### src/rtl/uart_rx_status_defines.svh
// Register map, field positions, reset values and timing counts of the receive status block.
// Assumes a 100 MHz system clock and a 32-bit AHB-Lite register bus.
`ifndef UART_RX_STATUS_DEFINES_SVH
`define UART_RX_STATUS_DEFINES_SVH

// Byte offsets
`define OFS_STATUS      8'h00
`define OFS_DATA        8'h04
`define OFS_CTRL        8'h08
`define OFS_BAUD        8'h0c

// Status bit positions
`define ST_PARITY       7
`define ST_NOISE        6
`define ST_FRAMING      5
`define ST_OVERRUN      4
`define ST_RX_IDLE      3
`define ST_RX_AVAIL     2
`define ST_TX_IDLE      1
`define ST_TX_EMPTY     0

// Control bit positions
`define CT_RX_EN        0
`define CT_PAR_EN       1
`define CT_PAR_ODD      2
`define CT_RX_IE        3

// Reset values
`define CTRL_RESET      4'h1
`define BAUD_RESET      16'h0035
`define TX_FLAGS_RESET  2'h3

// Oversampling: sixteen ticks a bit, three votes around the middle
`define OS_LAST         4'hf
`define OS_VOTE0        4'h7
`define OS_VOTE2        4'h9
`define DATA_BITS       4'h8

`endif

### src/rtl/uart_rx_status_pkg.sv
// Types for the receive status block: receiver states and the block's whole state.
// Needs uart_rx_status_defines.svh on the include path.
`include "uart_rx_status_defines.svh"

package uart_rx_status_pkg;

  typedef enum logic [4:0] {
    RX_IDLE   = 5'h01,
    RX_START  = 5'h02,
    RX_DATA   = 5'h04,
    RX_PARITY = 5'h08,
    RX_STOP   = 5'h10
  } rx_state_t;

  // Buffer entry: parity, framing, noise error then the data byte
  typedef logic [10:0] rx_entry_t;

  typedef struct packed {
    logic             rx_meta;
    logic             rx_sync;
    logic [15:0]      baud_cnt;
    rx_state_t        state;
    logic [3:0]       os_cnt;
    logic [3:0]       bit_cnt;
    logic [2:0]       votes;
    logic [7:0]       shift;
    logic             par_acc;
    logic             perr;
    logic             noise;
    logic [1:0][10:0] fifo;
    logic [1:0]       fifo_cnt;
    logic [7:0]       data;
    logic             avail;
    logic             err_parity;
    logic             err_noise;
    logic             err_framing;
    logic             err_overrun;
    logic             armed;
    logic             armed_avail;
    logic [3:0]       ctrl;
    logic [15:0]      baud_div;
    logic             wr_pend;
    logic [7:0]       wr_addr;
    logic [31:0]      rdata;
    logic             irq;
  } state_t;

endpackage

### src/rtl/uart_rx_status.sv
// Serial receiver with its status flags, two-entry receive buffer and AHB-Lite registers.
// Assumes one 100 MHz clock, a zero-wait AHB-Lite master and an asynchronous rx pin.
//
// Functional notes
// Status register is read only; writes change no flag.
// Parity error flag bit 7 set on wrong parity, only when parity enabled.
// Status read then data register access clears parity, noise, framing, overrun.
// Noise flag bit 6 set on noisy input, never for an overrun character.
// Framing error flag bit 5 set when a character's stop bit is low.
// Overrun flag bit 4 set on buffer overflow; blocks further received characters.
// Receiver idle bit 3 low from start detection until stop completion.
// Remote transmitter holds the line high between stop and next start.
// Data-available bit 2 set on transfer to data register; interrupt if enabled.
// Error flags set in same cycle as data-available flag for that word.
// Data-available clears after status read then data read, once buffer empty.
// Received characters pass a two-deep buffer before the data register.
// Characters arrive least significant bit first, shifted at the baud rate.
// Character completing with full buffer is an overrun and is discarded.
// Noise detected by disagreement among three samples within each bit.
//
// Chosen here: the AHB-Lite slave port and the address map.
`timescale 1ns/100ps

module uart_rx_status (
  // Clock and reset
  input  wire logic        clock_i,
  input  wire logic        arst_n_i,
  // AHB-Lite slave
  input  wire logic        hsel_i,
  input  wire logic [31:0] haddr_i,
  input  wire logic [1:0]  htrans_i,
  input  wire logic        hwrite_i,
  input  wire logic [2:0]  hsize_i,
  input  wire logic [31:0] hwdata_i,
  input  wire logic        hready_i,
  output logic             hreadyout_o,
  output logic [31:0]      hrdata_o,
  output logic             hresp_o,
  // Serial line and receive interrupt
  input  wire logic        rx_i,
  output logic             rx_irq_o
);

  uart_rx_status_pkg::state_t    s_reg;
  uart_rx_status_pkg::state_t    s_next;

  // Combinational helpers
  logic                          tick;
  logic                          vote;
  logic                          disagree;
  logic                          done;
  uart_rx_status_pkg::rx_entry_t done_entry;
  logic                          buf_in_valid;
  logic                          buf_in_ready;
  logic                          buf_out_valid;
  logic                          buf_out_ready;
  logic                          addr_ok;
  logic [7:0]                    addr;
  logic                          rd_status;
  logic                          rd_data;
  logic                          wr_data;
  logic                          data_access;
  logic                          consume;
  logic [7:0]                    status;

  assign hreadyout_o = 1'b1;
  assign hresp_o     = 1'b0;
  assign hrdata_o    = s_reg.rdata;
  assign rx_irq_o    = s_reg.irq;

  assign addr    = haddr_i[7:0];
  assign addr_ok = hsel_i && hready_i && htrans_i[1] && (haddr_i[31:8] == 24'h000000);

  assign rd_status   = addr_ok && !hwrite_i && (addr == `OFS_STATUS);
  assign rd_data     = addr_ok && !hwrite_i && (addr == `OFS_DATA);
  assign wr_data     = s_reg.wr_pend && (s_reg.wr_addr == `OFS_DATA);
  assign data_access = rd_data || wr_data;
  // Only a read after the status read hands the word over
  assign consume     = rd_data && s_reg.armed_avail;

  assign status = {s_reg.err_parity, s_reg.err_noise, s_reg.err_framing, s_reg.err_overrun,
                   (s_reg.state == uart_rx_status_pkg::RX_IDLE), s_reg.avail,
                   `TX_FLAGS_RESET};

  assign vote     = (s_reg.votes[0] & s_reg.votes[1]) | (s_reg.votes[0] & s_reg.votes[2])
                  | (s_reg.votes[1] & s_reg.votes[2]);
  assign disagree = !(&s_reg.votes) && (|s_reg.votes);

  assign tick = (s_reg.baud_cnt >= s_reg.baud_div);

  assign buf_in_ready  = (s_reg.fifo_cnt != 2'h2);
  assign buf_out_valid = (s_reg.fifo_cnt != 2'h0);
  assign buf_out_ready = !(s_reg.avail && !consume);

  always_comb begin
    s_next = s_reg;
    done = 1'b0;
    done_entry = {s_reg.perr, 1'b0, s_reg.noise, s_reg.shift};

    // Two-flop synchroniser on the serial input
    s_next.rx_meta = rx_i;
    s_next.rx_sync = s_reg.rx_meta;

    // Oversampling divider
    if (tick) begin
      s_next.baud_cnt = 16'h0000;
    end else begin
      s_next.baud_cnt = s_reg.baud_cnt + 16'h0001;
    end

    // Receiver
    if (!s_reg.ctrl[`CT_RX_EN]) begin
      s_next.state = uart_rx_status_pkg::RX_IDLE;
    end else if (tick) begin
      if (s_reg.state != uart_rx_status_pkg::RX_IDLE) begin
        s_next.os_cnt = s_reg.os_cnt + 4'h1;
        if (s_reg.os_cnt >= `OS_VOTE0 && s_reg.os_cnt <= `OS_VOTE2) begin
          s_next.votes = {s_reg.rx_sync, s_reg.votes[2:1]};
        end
      end
      case (s_reg.state)
        uart_rx_status_pkg::RX_IDLE: begin
          if (!s_reg.rx_sync) begin
            s_next.state   = uart_rx_status_pkg::RX_START;
            s_next.os_cnt  = 4'h0;
            s_next.bit_cnt = 4'h0;
            s_next.par_acc = 1'b0;
            s_next.perr    = 1'b0;
            s_next.noise   = 1'b0;
          end
        end
        uart_rx_status_pkg::RX_START: begin
          if (s_reg.os_cnt == `OS_LAST) begin
            s_next.noise = disagree;
            if (vote) begin
              s_next.state = uart_rx_status_pkg::RX_IDLE;
            end else begin
              s_next.state = uart_rx_status_pkg::RX_DATA;
            end
          end
        end
        uart_rx_status_pkg::RX_DATA: begin
          if (s_reg.os_cnt == `OS_LAST) begin
            s_next.noise   = s_reg.noise | disagree;
            s_next.shift   = {vote, s_reg.shift[7:1]};
            s_next.par_acc = s_reg.par_acc ^ vote;
            s_next.bit_cnt = s_reg.bit_cnt + 4'h1;
            if (s_reg.bit_cnt == `DATA_BITS - 4'h1) begin
              if (s_reg.ctrl[`CT_PAR_EN]) begin
                s_next.state = uart_rx_status_pkg::RX_PARITY;
              end else begin
                s_next.state = uart_rx_status_pkg::RX_STOP;
              end
            end
          end
        end
        uart_rx_status_pkg::RX_PARITY: begin
          if (s_reg.os_cnt == `OS_LAST) begin
            s_next.noise = s_reg.noise | disagree;
            s_next.perr  = s_reg.par_acc ^ vote ^ s_reg.ctrl[`CT_PAR_ODD];
            s_next.state = uart_rx_status_pkg::RX_STOP;
          end
        end
        uart_rx_status_pkg::RX_STOP: begin
          if (s_reg.os_cnt == `OS_LAST) begin
            // Idle again once the stop bit completes
            s_next.state = uart_rx_status_pkg::RX_IDLE;
            done = 1'b1;
            done_entry = {s_reg.perr && s_reg.ctrl[`CT_PAR_EN], !vote,
                          s_reg.noise | disagree, s_reg.shift};
          end
        end
        default: begin
          s_next.state = uart_rx_status_pkg::RX_IDLE;
        end
      endcase
    end

    // Two-entry buffer; while overrun stands nothing more enters
    // A discarded word never reaches the flags, so its noise is not reported
    buf_in_valid = done && !s_reg.err_overrun;
    if (done && (!buf_in_ready || s_reg.err_overrun)) begin
      s_next.err_overrun = 1'b1;
    end

    // Software clears pending errors by status read then data access
    if (data_access && s_reg.armed) begin
      s_next.err_parity  = 1'b0;
      s_next.err_noise   = 1'b0;
      s_next.err_framing = 1'b0;
      if (!(done && (!buf_in_ready || s_reg.err_overrun))) begin
        s_next.err_overrun = 1'b0;
      end
      s_next.armed       = 1'b0;
      s_next.armed_avail = 1'b0;
    end

    if (consume) begin
      s_next.avail = 1'b0;
    end

    // Buffer head moves into the data register with its flags in one cycle
    if (buf_out_valid && buf_out_ready) begin
      s_next.data        = s_reg.fifo[0][7:0];
      s_next.avail       = 1'b1;
      s_next.err_noise   = s_next.err_noise | s_reg.fifo[0][8];
      s_next.err_framing = s_next.err_framing | s_reg.fifo[0][9];
      s_next.err_parity  = s_next.err_parity | s_reg.fifo[0][10];
      s_next.fifo[0]     = s_reg.fifo[1];
      if (buf_in_valid && buf_in_ready) begin
        s_next.fifo[s_reg.fifo_cnt - 2'h1] = done_entry;
      end else begin
        s_next.fifo_cnt = s_reg.fifo_cnt - 2'h1;
      end
    end else if (buf_in_valid && buf_in_ready) begin
      s_next.fifo[s_reg.fifo_cnt[0]] = done_entry;
      s_next.fifo_cnt = s_reg.fifo_cnt + 2'h1;
    end
    s_next.irq = buf_out_valid && buf_out_ready && s_reg.ctrl[`CT_RX_IE];

    // Status read arms the clearing sequence
    if (rd_status) begin
      s_next.armed       = 1'b1;
      s_next.armed_avail = s_reg.avail;
    end

    // Read data captured in the address phase
    if (addr_ok && !hwrite_i) begin
      case (addr)
        `OFS_STATUS: s_next.rdata = {24'h000000, status};
        `OFS_DATA:   s_next.rdata = {24'h000000, s_reg.data};
        `OFS_CTRL:   s_next.rdata = {28'h0000000, s_reg.ctrl};
        `OFS_BAUD:   s_next.rdata = {16'h0000, s_reg.baud_div};
        default:     s_next.rdata = 32'h00000000;
      endcase
    end

    // Writes land in the data phase; the status word has no write path
    s_next.wr_pend = addr_ok && hwrite_i;
    s_next.wr_addr = addr;
    if (s_reg.wr_pend) begin
      case (s_reg.wr_addr)
        `OFS_CTRL: s_next.ctrl     = hwdata_i[3:0];
        `OFS_BAUD: s_next.baud_div = hwdata_i[15:0];
        default:   s_next.wr_pend  = addr_ok && hwrite_i;
      endcase
    end
  end

  always_ff @(posedge clock_i or negedge arst_n_i) begin
    if (!arst_n_i) begin
      s_reg          <= '0;
      s_reg.rx_meta  <= 1'b1;
      s_reg.rx_sync  <= 1'b1;
      s_reg.state    <= uart_rx_status_pkg::RX_IDLE;
      s_reg.ctrl     <= `CTRL_RESET;
      s_reg.baud_div <= `BAUD_RESET;
    end else begin
      s_reg <= s_next;
    end
  end

endmodule

### config.mk
export PLATFORM = sky130hd
export DESIGN_NAME = uart_rx_status
export DESIGN_NICKNAME = d
export VERILOG_FILES = /design/src/rtl/uart_rx_status_pkg.sv /design/src/rtl/uart_rx_status.sv
export VERILOG_INCLUDE_DIRS = /design/src /design/src/rtl
export SDC_FILE = /design/constraint.sdc
export NUM_CORES = 1
export LEC_CHECK = 0
export ABC_AREA = 1
export BUFFER_PORTS_ARGS = -buffer_cell sky130_fd_sc_hd__buf_2
export CORE_AREA = 2 2 128 130
export CTS_BUF_LIST = sky130_fd_sc_hd__clkbuf_8
export DETAILED_ROUTE_END_ITERATION = 8
export DIE_AREA = 0 0 130 132
export HOLD_SLACK_MARGIN = 0.05
export PLACE_DENSITY = 0.72
export SLEW_MARGIN = 10
export SYNTH_ARGS = -nofsm -noshare
export SYNTH_HDL_FRONTEND = slang
export SYNTH_SLANG_ARGS = --single-unit
### constraint.sdc
create_clock -name clock_i -period 7.65 [get_ports clock_i]
set_clock_uncertainty 0.2 [all_clocks]
set_input_delay 0.3825 -clock clock_i [delete_from_list [all_inputs] [get_ports clock_i]]
set_output_delay 0.3825 -clock clock_i [all_outputs]
set_load 0.005 [all_outputs]
==> results.md, run 1 <==
- Vias: 5,707
- Arrival time of the worst setup path: around 3200 ps
- Syn Inst Count: 834
- Clk pwr share: 43.3%
- Area grow syn2layout: 15.1%
- Area contributors post-synth: dfrtp_1, nand2_1, inv_1
- Chip Height: 132 um
- Sequential area share after synthesis: 46.7%
- Initial antenna violation count: 0
- Final hold violations: 0
- Fin Hold WS: 132 ps
- Yosys warnings: 0
- Max Freq: around 320 MHz
- Number of global-route vias before repair: between 5,000 and 6,000
- Fin nets: ~1,000
- Final GP Congestion: between 0.8 and 0.9
- Max Fanout on Critical Path: 22
- Antenna Nets Post-Route: 0
- CP Cell Sequence: inv_1 > ha_1 > nand2_1 > nor2_1 > nor2_1 > nand2_1 > nand2_1 > nand2_1 > nand2_1 > nand2_2 > nand4_4 > inv_2 > ha_1 > nor2_2 > nand2_2 > nand2_1 > o21ai_2
- CP peak stage delay: ~530 ps
- Relative slew slack: ~37%
- CTS H-Tree Depth: 4
- Fin. max-slew vios: 0
- Final WL: between 15 and 20 mm
- Max Cap Viol: 0
- Pwr per Cell Area: around 180 mW/mm^2
- Commonest non-fill, non-tap cell in the layout: nand2_1
- Core area: roughly 0.016 mm^2
- Postcts setup bufs: 0
- Most frequent cells in the layout: nand2_1, dfrtp_1, inv_1
- Routed WL per cell: around 13 um
- Root buf cell: clkbuf_8
- Setup WS pre-CTS: 4580 ps
- Synth Register Bits: 130
- IO buf count: 71
- Hold path endpoint: s_reg[41]
- WS Path Type: reg -> reg
- Reg2reg path depth: 17
- Top cell by count, worst path: nand2_1
- Post-Syn Area: about 0.0070 mm^2
- Final HPWL DP: 10.9 mm
- CTS buffer count: 17
- Synth cell types: 46
- Critical Path Slowest Stage Cell: dfstp_2
- Worst R2R Setup Slack: ~4600 ps
- Skew-Pair Late Insertion Delay: ~450 ps
- Period utilisation layout: about two fifths
- Critical Path Sink Type: flop
- Layout cells sized above 1: between 10% and 20%
- Fillers: approximately 1,500
- Reg clk slew, reported paths: about 70 ps
- Detailed-route DRC error count: 0
- Post-synth EDFFs: 0
- Max reg flops: between 100 and 150
- Largest net degree at the start of global routing: 77
- Die Area: 0.0172 mm^2
- Site row count: 46
- Hold crit path type: in -> reg
- Final worst slack: 4560 ps
- Setup TNS: 0 ps
- Chip Width: roughly 130 um
- Sw frac: roughly a quarter
- Total GRT Usage: a little under a fifth
- Switching pwr: around 370 uW
- Crit path max-delay family: simple AND/OR/NAND/NOR gates
- Ant. Diodes: 0
- VDD IR-drop max: approximately 130 uV
- Post-DR vias/cell: 4.98
- RSZ-0062 raised after global routing: false
- Sequential power share: slightly below 50%
- CP Launch Type: flop
- GRT overflow: 0
- Worst-case clock buffer depth: 2
- Yosys top cell by area: dfrtp_1
- RR Startpoint: s_reg[44]
- Initial Utilization: about 44%
- Min-Delay Startpoint: haddr_i[30]
- Worst Tran Pin Value: around 940 ps
- Hold Path Cell Cnt: 6
- Outcome: finished, final reports clean
- Avg Cell Area, Syn: 8.38 um^2
- Leak: ~0.004 uW
- Critical Path RT: 7770 ps
- Post-layout minimum cycle time: 3090 ps
- Post-CTS sizing: 0
- Synth async-reset ratio: 100%
- Setup violations, final: 0
- 1st-pass router iterations: 5
- Clock Sinks: 130
- Reg2Reg Capture Point: s_reg[97]
- Cts-stage hold buffer count: 27
- Primary FF master, synth: dfrtp_1
- Combinational cell fraction of total power: around 7.9%
- CTS tree: built
- Buf/Inv on CP: 2
- First-pass GRT wire length: around 26 mm
- Iter 0 DRT Violations: approximately 360
- Synth top area share: 43.7%
- Pint: around 1100 uW
- Ports: between 100 and 150
## power by group through the flow
stage                     logic, uW  clock network (uW)  registers [uW]
after floorplan                69.5                   0             733
after global placement          104                   0             738
after detailed placement        106                   0             738
after CTS                       117                 653             725
after global routing            135                 683             728
final                           117                 642             726
## cell families after synthesis
family	share of synthesized area [%]
AO/OA/AOI/OAI	13.4
XOR/XNOR	0.752
adder cells (fa/ha/maj)	4.66
buffers and inverters	11.2
flip-flops	46.7
multiplexers	0.304
other	0.107
AND/OR/NAND/NOR	22.8
## how the worst max path moves through the flow
stage	start	endpoint	slack (ps)	cells after the start
CTS	s_reg[44]	s_reg[100]	4550	17
detailed placement	s_reg[44]	s_reg[100]	4580	17
global placement	s_reg[44]	s_reg[92]	4590	17
global route	haddr_i[7]	s_reg[100]	4300	13
floorplan	s_reg[44]	s_reg[100]	5210	18
finish	s_reg[44]	s_reg[97]	4560	17
## through the flow
stage / util (%) / power, uW / std cells / cell area [um^2]
2_1_floorplan: - / 803 / 850 / 7050
3_3_place_gp: 46.7 / 842 / 1088 / 7330
3_5_place_dp: 46.7 / 845 / 1088 / 7330
4_1_cts: 51.2 / 1500 / 1147 / 8040
5_1_grt: 51.2 / 1550 / 1147 / 8040
6_report: 51.2 / 1490 / 1147 / 8040
## per-layer routing
metal  share of wire [%]  vias up  GRT usage, %
met5                   0        -             0
met4                 1.7        0          7.17
met3                 4.9       25          4.34
met2                  48      157          30.9
met1                  45     2672          24.5
li1                    -     2853             -
## worst min-delay path, stage by stage
cell and delay, ps:
buf_2 90, nor3_1 60, nand2_1 70, nor2_1 50
inv_1 60, nor2_1 40
## synthesized netlist by cell type (7+ instances only)
| cell type | instances |
|---|---|
| nand2_1 | 163 |
| dfrtp_1 | 122 |
| inv_1 | 101 |
| nor2_1 | 85 |
| a21oi_1 | 59 |
| o21ai_0 | 49 |
| buf_4 | 36 |
| nand3_1 | 32 |
| ha_1 | 26 |
| nor3_1 | 18 |
| o21ai_2 | 18 |
| nand4_1 | 11 |
| o31ai_1 | 10 |
| inv_2 | 9 |
| dfstp_2 | 8 |
| nand2_2 | 8 |
| nor4_1 | 7 |
## layout make-up
cell class                 count  area, um^2  area share, %
inverter                     111         417           5.18
tap                          216         270           3.36
clock buffer                  18         248           3.08
multi-input combinational    557        3000           37.4
clock inverter                14         188           2.33
sequential                   130        3260           40.6
timing repair buffer         101         651           8.09
No activity file was read; power rests on OpenSTA's default activity.
==> inputs of run 2 (changes only) <==
PLACE_DENSITY = 0.74   (was 0.72)
clock period = 2.5 ns   (was 7.65 ns; I/O delays follow)
==> results.md, run 2 (synthesis results as in run 1) <==
- Crit path max-delay family: simple AND/OR/NAND/NOR gates (unchanged)
- Pint: 3270 uW (was 1120 uW)
- Outcome: finished with violations (was finished, final reports clean)
- Arrival time of the worst setup path: 2670 ps (was 3200 ps)
- Area grow syn2layout: 26.0% (was 15.1%)
- CTS buffer count: 17 (unchanged)
- Post-layout minimum cycle time: 2510 ps (was 3090 ps)
- Max Freq: 398 MHz (was 324 MHz)
- Max Cap Viol: 0 (unchanged)
- CTS H-Tree Depth: 4 (unchanged)
- Fin nets: 1,076 (was 1,019)
- Final core occ: 56.0% (was 51.2%)
- Min-Delay Startpoint: rx_i (was haddr_i[30])
- RR Startpoint: s_reg[44] (unchanged)
- Ports: 110 (unchanged)
- Final GP Congestion: 0.832 (was 0.816)
- Commonest non-fill, non-tap cell in the layout: nand2_1 (unchanged)
- Largest net degree at the start of global routing: 58 (was 77)
- RSZ-0062 raised after global routing: true (was false)
- Worst Tran Pin Value: 513 ps (was 939 ps)
- Period utilisation layout: 100% (was 40.3%)
- Detailed-route DRC error count: 0 (unchanged)
- Initial Utilization: 44.5% (unchanged)
- Max reg flops: 112 (unchanged)
- Core area: 0.0157 mm^2 (unchanged)
- Hold path endpoint: s_next[144] (was s_reg[41])
- Initial antenna violation count: 0 (unchanged)
- Vias: 6,070 (was 5,707)
- Post-DR vias/cell: 5.04 (was 4.98)
- First-pass GRT wire length: 26.8 mm (was 25.8 mm)
- Final worst slack: -10.2 ps (was 4560 ps)
- Combinational cell fraction of total power: 9.7% (was 7.9%)
- Final WL: 17.4 mm (was 15.4 mm)
- Iter 0 DRT Violations: 367 (was 356)
- Number of global-route vias before repair: 5,810 (was 5,489)
- Switching pwr: 1230 uW (was 368 uW)
- Relative slew slack: 65.5% (was 37.4%)
- Fin Hold WS: 104 ps (was 132 ps)
- Site row count: 46 (unchanged)
- Reg2reg path depth: 17 (unchanged)
- Antenna Nets Post-Route: 0 (unchanged)
- CP peak stage delay: 540 ps (was 530 ps)
- CP Cell Sequence: inv_2 > ha_4 > nand2_2 > nor2_2 > nor2_1 > nand2_1 > nand2_1 > nand2_1 > nand2_1 > nand2_2 > nand4_4 > buf_6 > nor2_4 > nand2_4 > clkbuf_16 > nand2_1 > o21ai_2 (was inv_1 > ha_1 > nand2_1 > nor2_1 > nor2_1 > nand2_1 > nand2_1 > nand2_1 > nand2_1 > nand2_2 > nand4_4 > inv_2 > ha_1 > nor2_2 > nand2_2 > nand2_1 > o21ai_2)
- Max Fanout on Critical Path: 5 (was 22)
- Leak: 0.00423 uW (was 0.00392 uW)
- WS Path Type: reg -> reg (unchanged)
- Worst-case clock buffer depth: 2 (unchanged)
- Clock Sinks: 130 (unchanged)
- Chip Width: 130 um (unchanged)
- Sw frac: 27.4% (was 24.8%)
- Top cell by count, worst path: nand2_1 (unchanged)
- Pwr per Cell Area: 511 mW/mm^2 (was 185 mW/mm^2)
- Reg clk slew, reported paths: 80 ps (was 70 ps)
- Hold crit path type: in -> reg (unchanged)
- Clk pwr share: 40.9% (was 43.3%)
- Critical Path Slowest Stage Cell: dfstp_2 (unchanged)
- Setup WS pre-CTS: -119 ps (was 4580 ps)
- VDD IR-drop max: 339 uV (was 129 uV)
- Hold Path Cell Cnt: 2 (was 6)
- Layout cells sized above 1: 26.3% (was 18.4%)
- IO buf count: 71 (unchanged)
- 1st-pass router iterations: 5 (unchanged)
- Worst R2R Setup Slack: -10 ps (was 4560 ps)
- Critical Path Sink Type: flop (unchanged)
- Fin. max-slew vios: 0 (unchanged)
- CTS tree: built (unchanged)
- Ant. Diodes: 0 (unchanged)
- Skew-Pair Late Insertion Delay: 470 ps (was 450 ps)
- Final HPWL DP: 11.6 mm (was 10.9 mm)
- Routed WL per cell: 14.4 um (was 13.5 um)
- Sequential power share: 49.4% (was 48.9%)
- GRT overflow: 0 (unchanged)
- Critical Path RT: 2660 ps (was 7770 ps)
- Setup violations, final: 4 (was 0)
- Root buf cell: clkbuf_8 (unchanged)
- Chip Height: 132 um (unchanged)
- Die Area: 0.0172 mm^2 (unchanged)
- Total GRT Usage: 19.6% (was 19.0%)
- Failing checks: negative setup slack
- Final hold violations: 0 (unchanged)
- Reg2Reg Capture Point: s_reg[95] (was s_reg[97])
- CP Launch Type: flop (unchanged)
- Most frequent cells in the layout: nand2_1, dfrtp_1, inv_1 (unchanged)
- Buf/Inv on CP: 3 (was 2)
[run 2: cell count changes in the layout (fill, tap and decap cells not counted), moves of 6 or more]
cell           change
a21oi_1            -6
nand2_1           -10
ha_1               -6
dlygate4sd3_1      +8
a21oi_2            +6
ha_4               +6
buf_4             +36
nand2_2            +8
inv_1              -6
[run 2: worst max-delay path by stage]
stage	startpoint	to	slack, ps	cells past startpoint
floorplan	s_reg[44]	s_reg[98]	60	18
global placement	s_reg[143]	s_reg[89]	-50	13
detailed placement	s_reg[143]	s_reg[83]	-120	13
CTS	s_reg[143]	s_reg[87]	8	14
global route	s_reg[42]	s_reg[95]	-100	17
finish	s_reg[44]	s_reg[95]	-10	17
[run 2: final cells by class]
| class | count | area [um^2] |
|---|---|---|
| Inverter | 111 | 424 |
| Sequential cell | 130 | 3260 |
| Multi-Input combinational cell | 558 | 3220 |
| Clock buffer | 17 | 234 |
| Tap cell | 216 | 270 |
| Timing Repair inverter | 1 | 7.51 |
| Fill cell | 1344 | 6910 |
| Timing Repair Buffer | 156 | 1210 |
| Clock inverter | 15 | 174 |
[run 2: repair_timing]
action                                  4_1_cts  5_1_grt
hold buffers                                 36        0
resized for setup                             3       57
endpoints found under the setup margin       17       48
endpoints found under the hold margin       170        0
gates cloned                                  1        4
setup buffers                                 0        6
pin swaps                                     0       17
[run 2: power groups by stage]
stage,combinational [uW],sequential (uW),clock (uW)
6_report,437,2220,1840
5_1_grt,497,2230,1960
2_1_floorplan,213,2240,0
3_5_place_dp,355,2250,0
4_1_cts,399,2210,1860
3_3_place_gp,342,2250,0
[run 2: routing by layer]
metal	global-route usage (%)	vias up	part of all wire, %
met5	0	-	0
met1	24.7	2879	44
met3	4.87	32	5.1
met2	32.9	196	49
li1	-	2963	-
met4	6.45	0	1.9
[run 2: through the flow]
stage | setup TNS [ps] | instances | area, um^2 | total power, uW
floorplan | 0 | 850 | 7050 | 2460
global placement | -445 | 1125 | 7660 | 2590
detailed placement | -1180 | 1125 | 7660 | 2600
CTS | 0 | 1194 | 8470 | 4470
global route | -1760 | 1204 | 8810 | 4690
finish | -29.9 | 1204 | 8810 | 4500
==> inputs of run 3 (changes only) <==
REMOVE_ABC_BUFFERS = 1   (was unset)
SLEW_MARGIN = unset   (was 10)
==> results.md, run 3 (synthesis results as in run 1) <==
- Outcome: finished with violations (unchanged)
- Failing checks: negative setup slack (unchanged)
- Area grow syn2layout: 27.7% (was 26.0%)
- Hold path endpoint: s_reg[68] (was s_next[144])
- Hold crit path type: in -> reg (unchanged)
- Largest net degree at the start of global routing: 66 (was 58)
- Hold Path Cell Cnt: 9 (was 2)
- Ports: 110 (unchanged)
- Ant. Diodes: 0 (unchanged)
- Final core occ: 56.8% (was 56.0%)
- VDD IR-drop max: 424 uV (was 339 uV)
- Most frequent cells in the layout: nand2_1, dfrtp_1, inv_1 (unchanged)
- CTS H-Tree Depth: 4 (unchanged)
- Setup WS pre-CTS: -47.5 ps (was -119 ps)
- Vias: 6,116 (was 6,070)
- Number of global-route vias before repair: 5,971 (was 5,810)
- GRT overflow: 0 (unchanged)
- Worst R2R Setup Slack: -20 ps (was -10 ps)
- Clock Sinks: 130 (unchanged)
- First-pass GRT wire length: 28.3 mm (was 26.8 mm)
- Max Freq: 397 MHz (was 398 MHz)
- Tot Pwr: 4340 uW (was 4500 uW)
- Fillers: 1,346 (was 1,344)
- Routed WL per cell: 14.3 um (was 14.4 um)
- Antenna Nets Post-Route: 0 (unchanged)
- Final WL: 17.3 mm (was 17.4 mm)
- Worst Tran Pin Value: 968 ps (was 513 ps)
- Fin nets: 1,083 (was 1,076)
- Final HPWL DP: 11.6 mm (about the same)
- Leak: 0.00431 uW (was 0.00423 uW)
- Arrival time of the worst setup path: 2650 ps (was 2670 ps)
- Layout cells sized above 1: 28.4% (was 26.3%)
- Chip Height: 132 um (unchanged)
- WS Path Type: reg -> reg (unchanged)
- Detailed-route DRC error count: 0 (unchanged)
- Critical Path RT: 2640 ps (was 2660 ps)
- Skew-Pair Late Insertion Delay: 460 ps (was 470 ps)
- Site row count: 46 (unchanged)
- Total GRT Usage: 20.9% (was 19.6%)
- Max Fanout on Critical Path: 5 (unchanged)
- Relative slew slack: 35.5% (was 65.5%)
- RSZ-0062 raised after global routing: true (unchanged)
- Reg clk slew, reported paths: 70 ps (was 80 ps)
- Chip Width: 130 um (unchanged)
- Final std cells w/o fill: 1,210 (was 1,204)
- Iter 0 DRT Violations: 437 (was 367)
- CTS buffer count: 17 (unchanged)
- 1st-pass router iterations: 5 (unchanged)
- Commonest non-fill, non-tap cell in the layout: nand2_1 (unchanged)
- Root buf cell: clkbuf_8 (unchanged)
- Cell area after layout: 0.00892 mm^2 (was 0.00881 mm^2)
- Worst-case clock buffer depth: 2 (unchanged)
- Setup violations, final: 8 (was 4)
- Max reg flops: 112 (unchanged)
- Reg2reg path depth: 17 (unchanged)
- Initial antenna violation count: 0 (unchanged)
- IO buf count: 71 (unchanged)
- CP Launch Type: flop (unchanged)
- Max Cap Viol: 0 (unchanged)
- Post-DP Area: 0.00775 mm^2 (was 0.00766 mm^2)
- CP Launch Point: s_reg[42] (was s_reg[44])
- Min-Delay Startpoint: haddr_i[10] (was rx_i)
- Die Area: 0.0172 mm^2 (unchanged)
- Final GP Congestion: 0.877 (was 0.832)
- Dpl cells: 1,135 (was 1,125)
- Initial Utilization: 44.5% (unchanged)
- Post-DR vias/cell: 5.05 (was 5.04)
- Critical Path Sink Type: flop (unchanged)
- Fin. max-slew vios: 0 (unchanged)
- Final worst slack: -17.0 ps (was -10.2 ps)
- Post-layout minimum cycle time: 2520 ps (was 2510 ps)
- Reg2Reg Capture Point: s_reg[91] (was s_reg[95])
- Period utilisation layout: 101% (was 100%)
- Pwr per Cell Area: 486 mW/mm^2 (was 511 mW/mm^2)
- RR Startpoint: s_reg[42] (was s_reg[44])
- Core area: 0.0157 mm^2 (unchanged)
- Final hold violations: 0 (unchanged)
- CTS tree: built (unchanged)
run 3: cell type report:
cell class | count | area, um^2 | share of cell area (%)
multi-input combinational | 557 | 3300 | 36.9
sequential | 130 | 3260 | 36.6
timing repair buffer | 165 | 1310 | 14.7
inverter | 111 | 430 | 4.82
tap | 216 | 270 | 3.03
clock buffer | 19 | 262 | 2.93
clock inverter | 12 | 93.8 | 1.05
run 3: per-stage QoR:
stage / hold WS, ps / TNS, ps
after floorplan: -371 / -3950
final: 91.4 / -65.1
after global placement: -140 / 0
after detailed placement: -135 / -367
after global routing: 95.8 / -3280
after CTS: 59.9 / -5.29
run 3: worst max-delay path by stage:
stage,to,slack [ps],cells past startpoint
after floorplan,s_reg[100],-340,8
after global placement,s_reg[112],20,15
after detailed placement,s_reg[80],-50,17
after CTS,s_reg[117],-5,18
after global routing,s_reg[97],-150,17
final,s_reg[91],-20,17
run 3: timing repair:
action                                  in CTS  in global routing
endpoints found under the setup margin      25                 80
gates cloned                                 3                  0
endpoints found under the hold margin      167                  0
hold buffers                                34                  0
setup buffers                                4                  4
resized for setup                           36                 62
pin swaps                                   13                 17
run 3: per-layer routing:
layer / vias to the layer above / global-route usage, % / share of wire [%]
met3: 31 / 5.36 / 4.1
met4: 0 / 7.71 / 2.0
met5: - / 0 / 0
met2: 157 / 34.5 / 50
met1: 2959 / 26.4 / 43
li1: 2969 / - / -
run 3: worst max-delay path: stages (launching register included):
cell     delay (ps)
dfstp_2         560
ha_1            230
nand2_1          80
nor2_2           40
nor2_1           90
nand2_1          70
nand2_1          60
nand2_1          50
nand2_1          70
nand2_2          90
nand4_4         110
inv_2            70
ha_4            160
nor2_4          110
nand2_4         130
buf_16          180
nand2_2          40
o21ai_1          50
run 3: power by group:
group	internal [uW]	switching, uW	total [uW]	leakage [uW]
Combinational	213	252	465	0.00243
Clock	817	834	1650	0.000191
Sequential	2160	59.3	2220	0.00169
Total	3190	1150	4340	0.00431
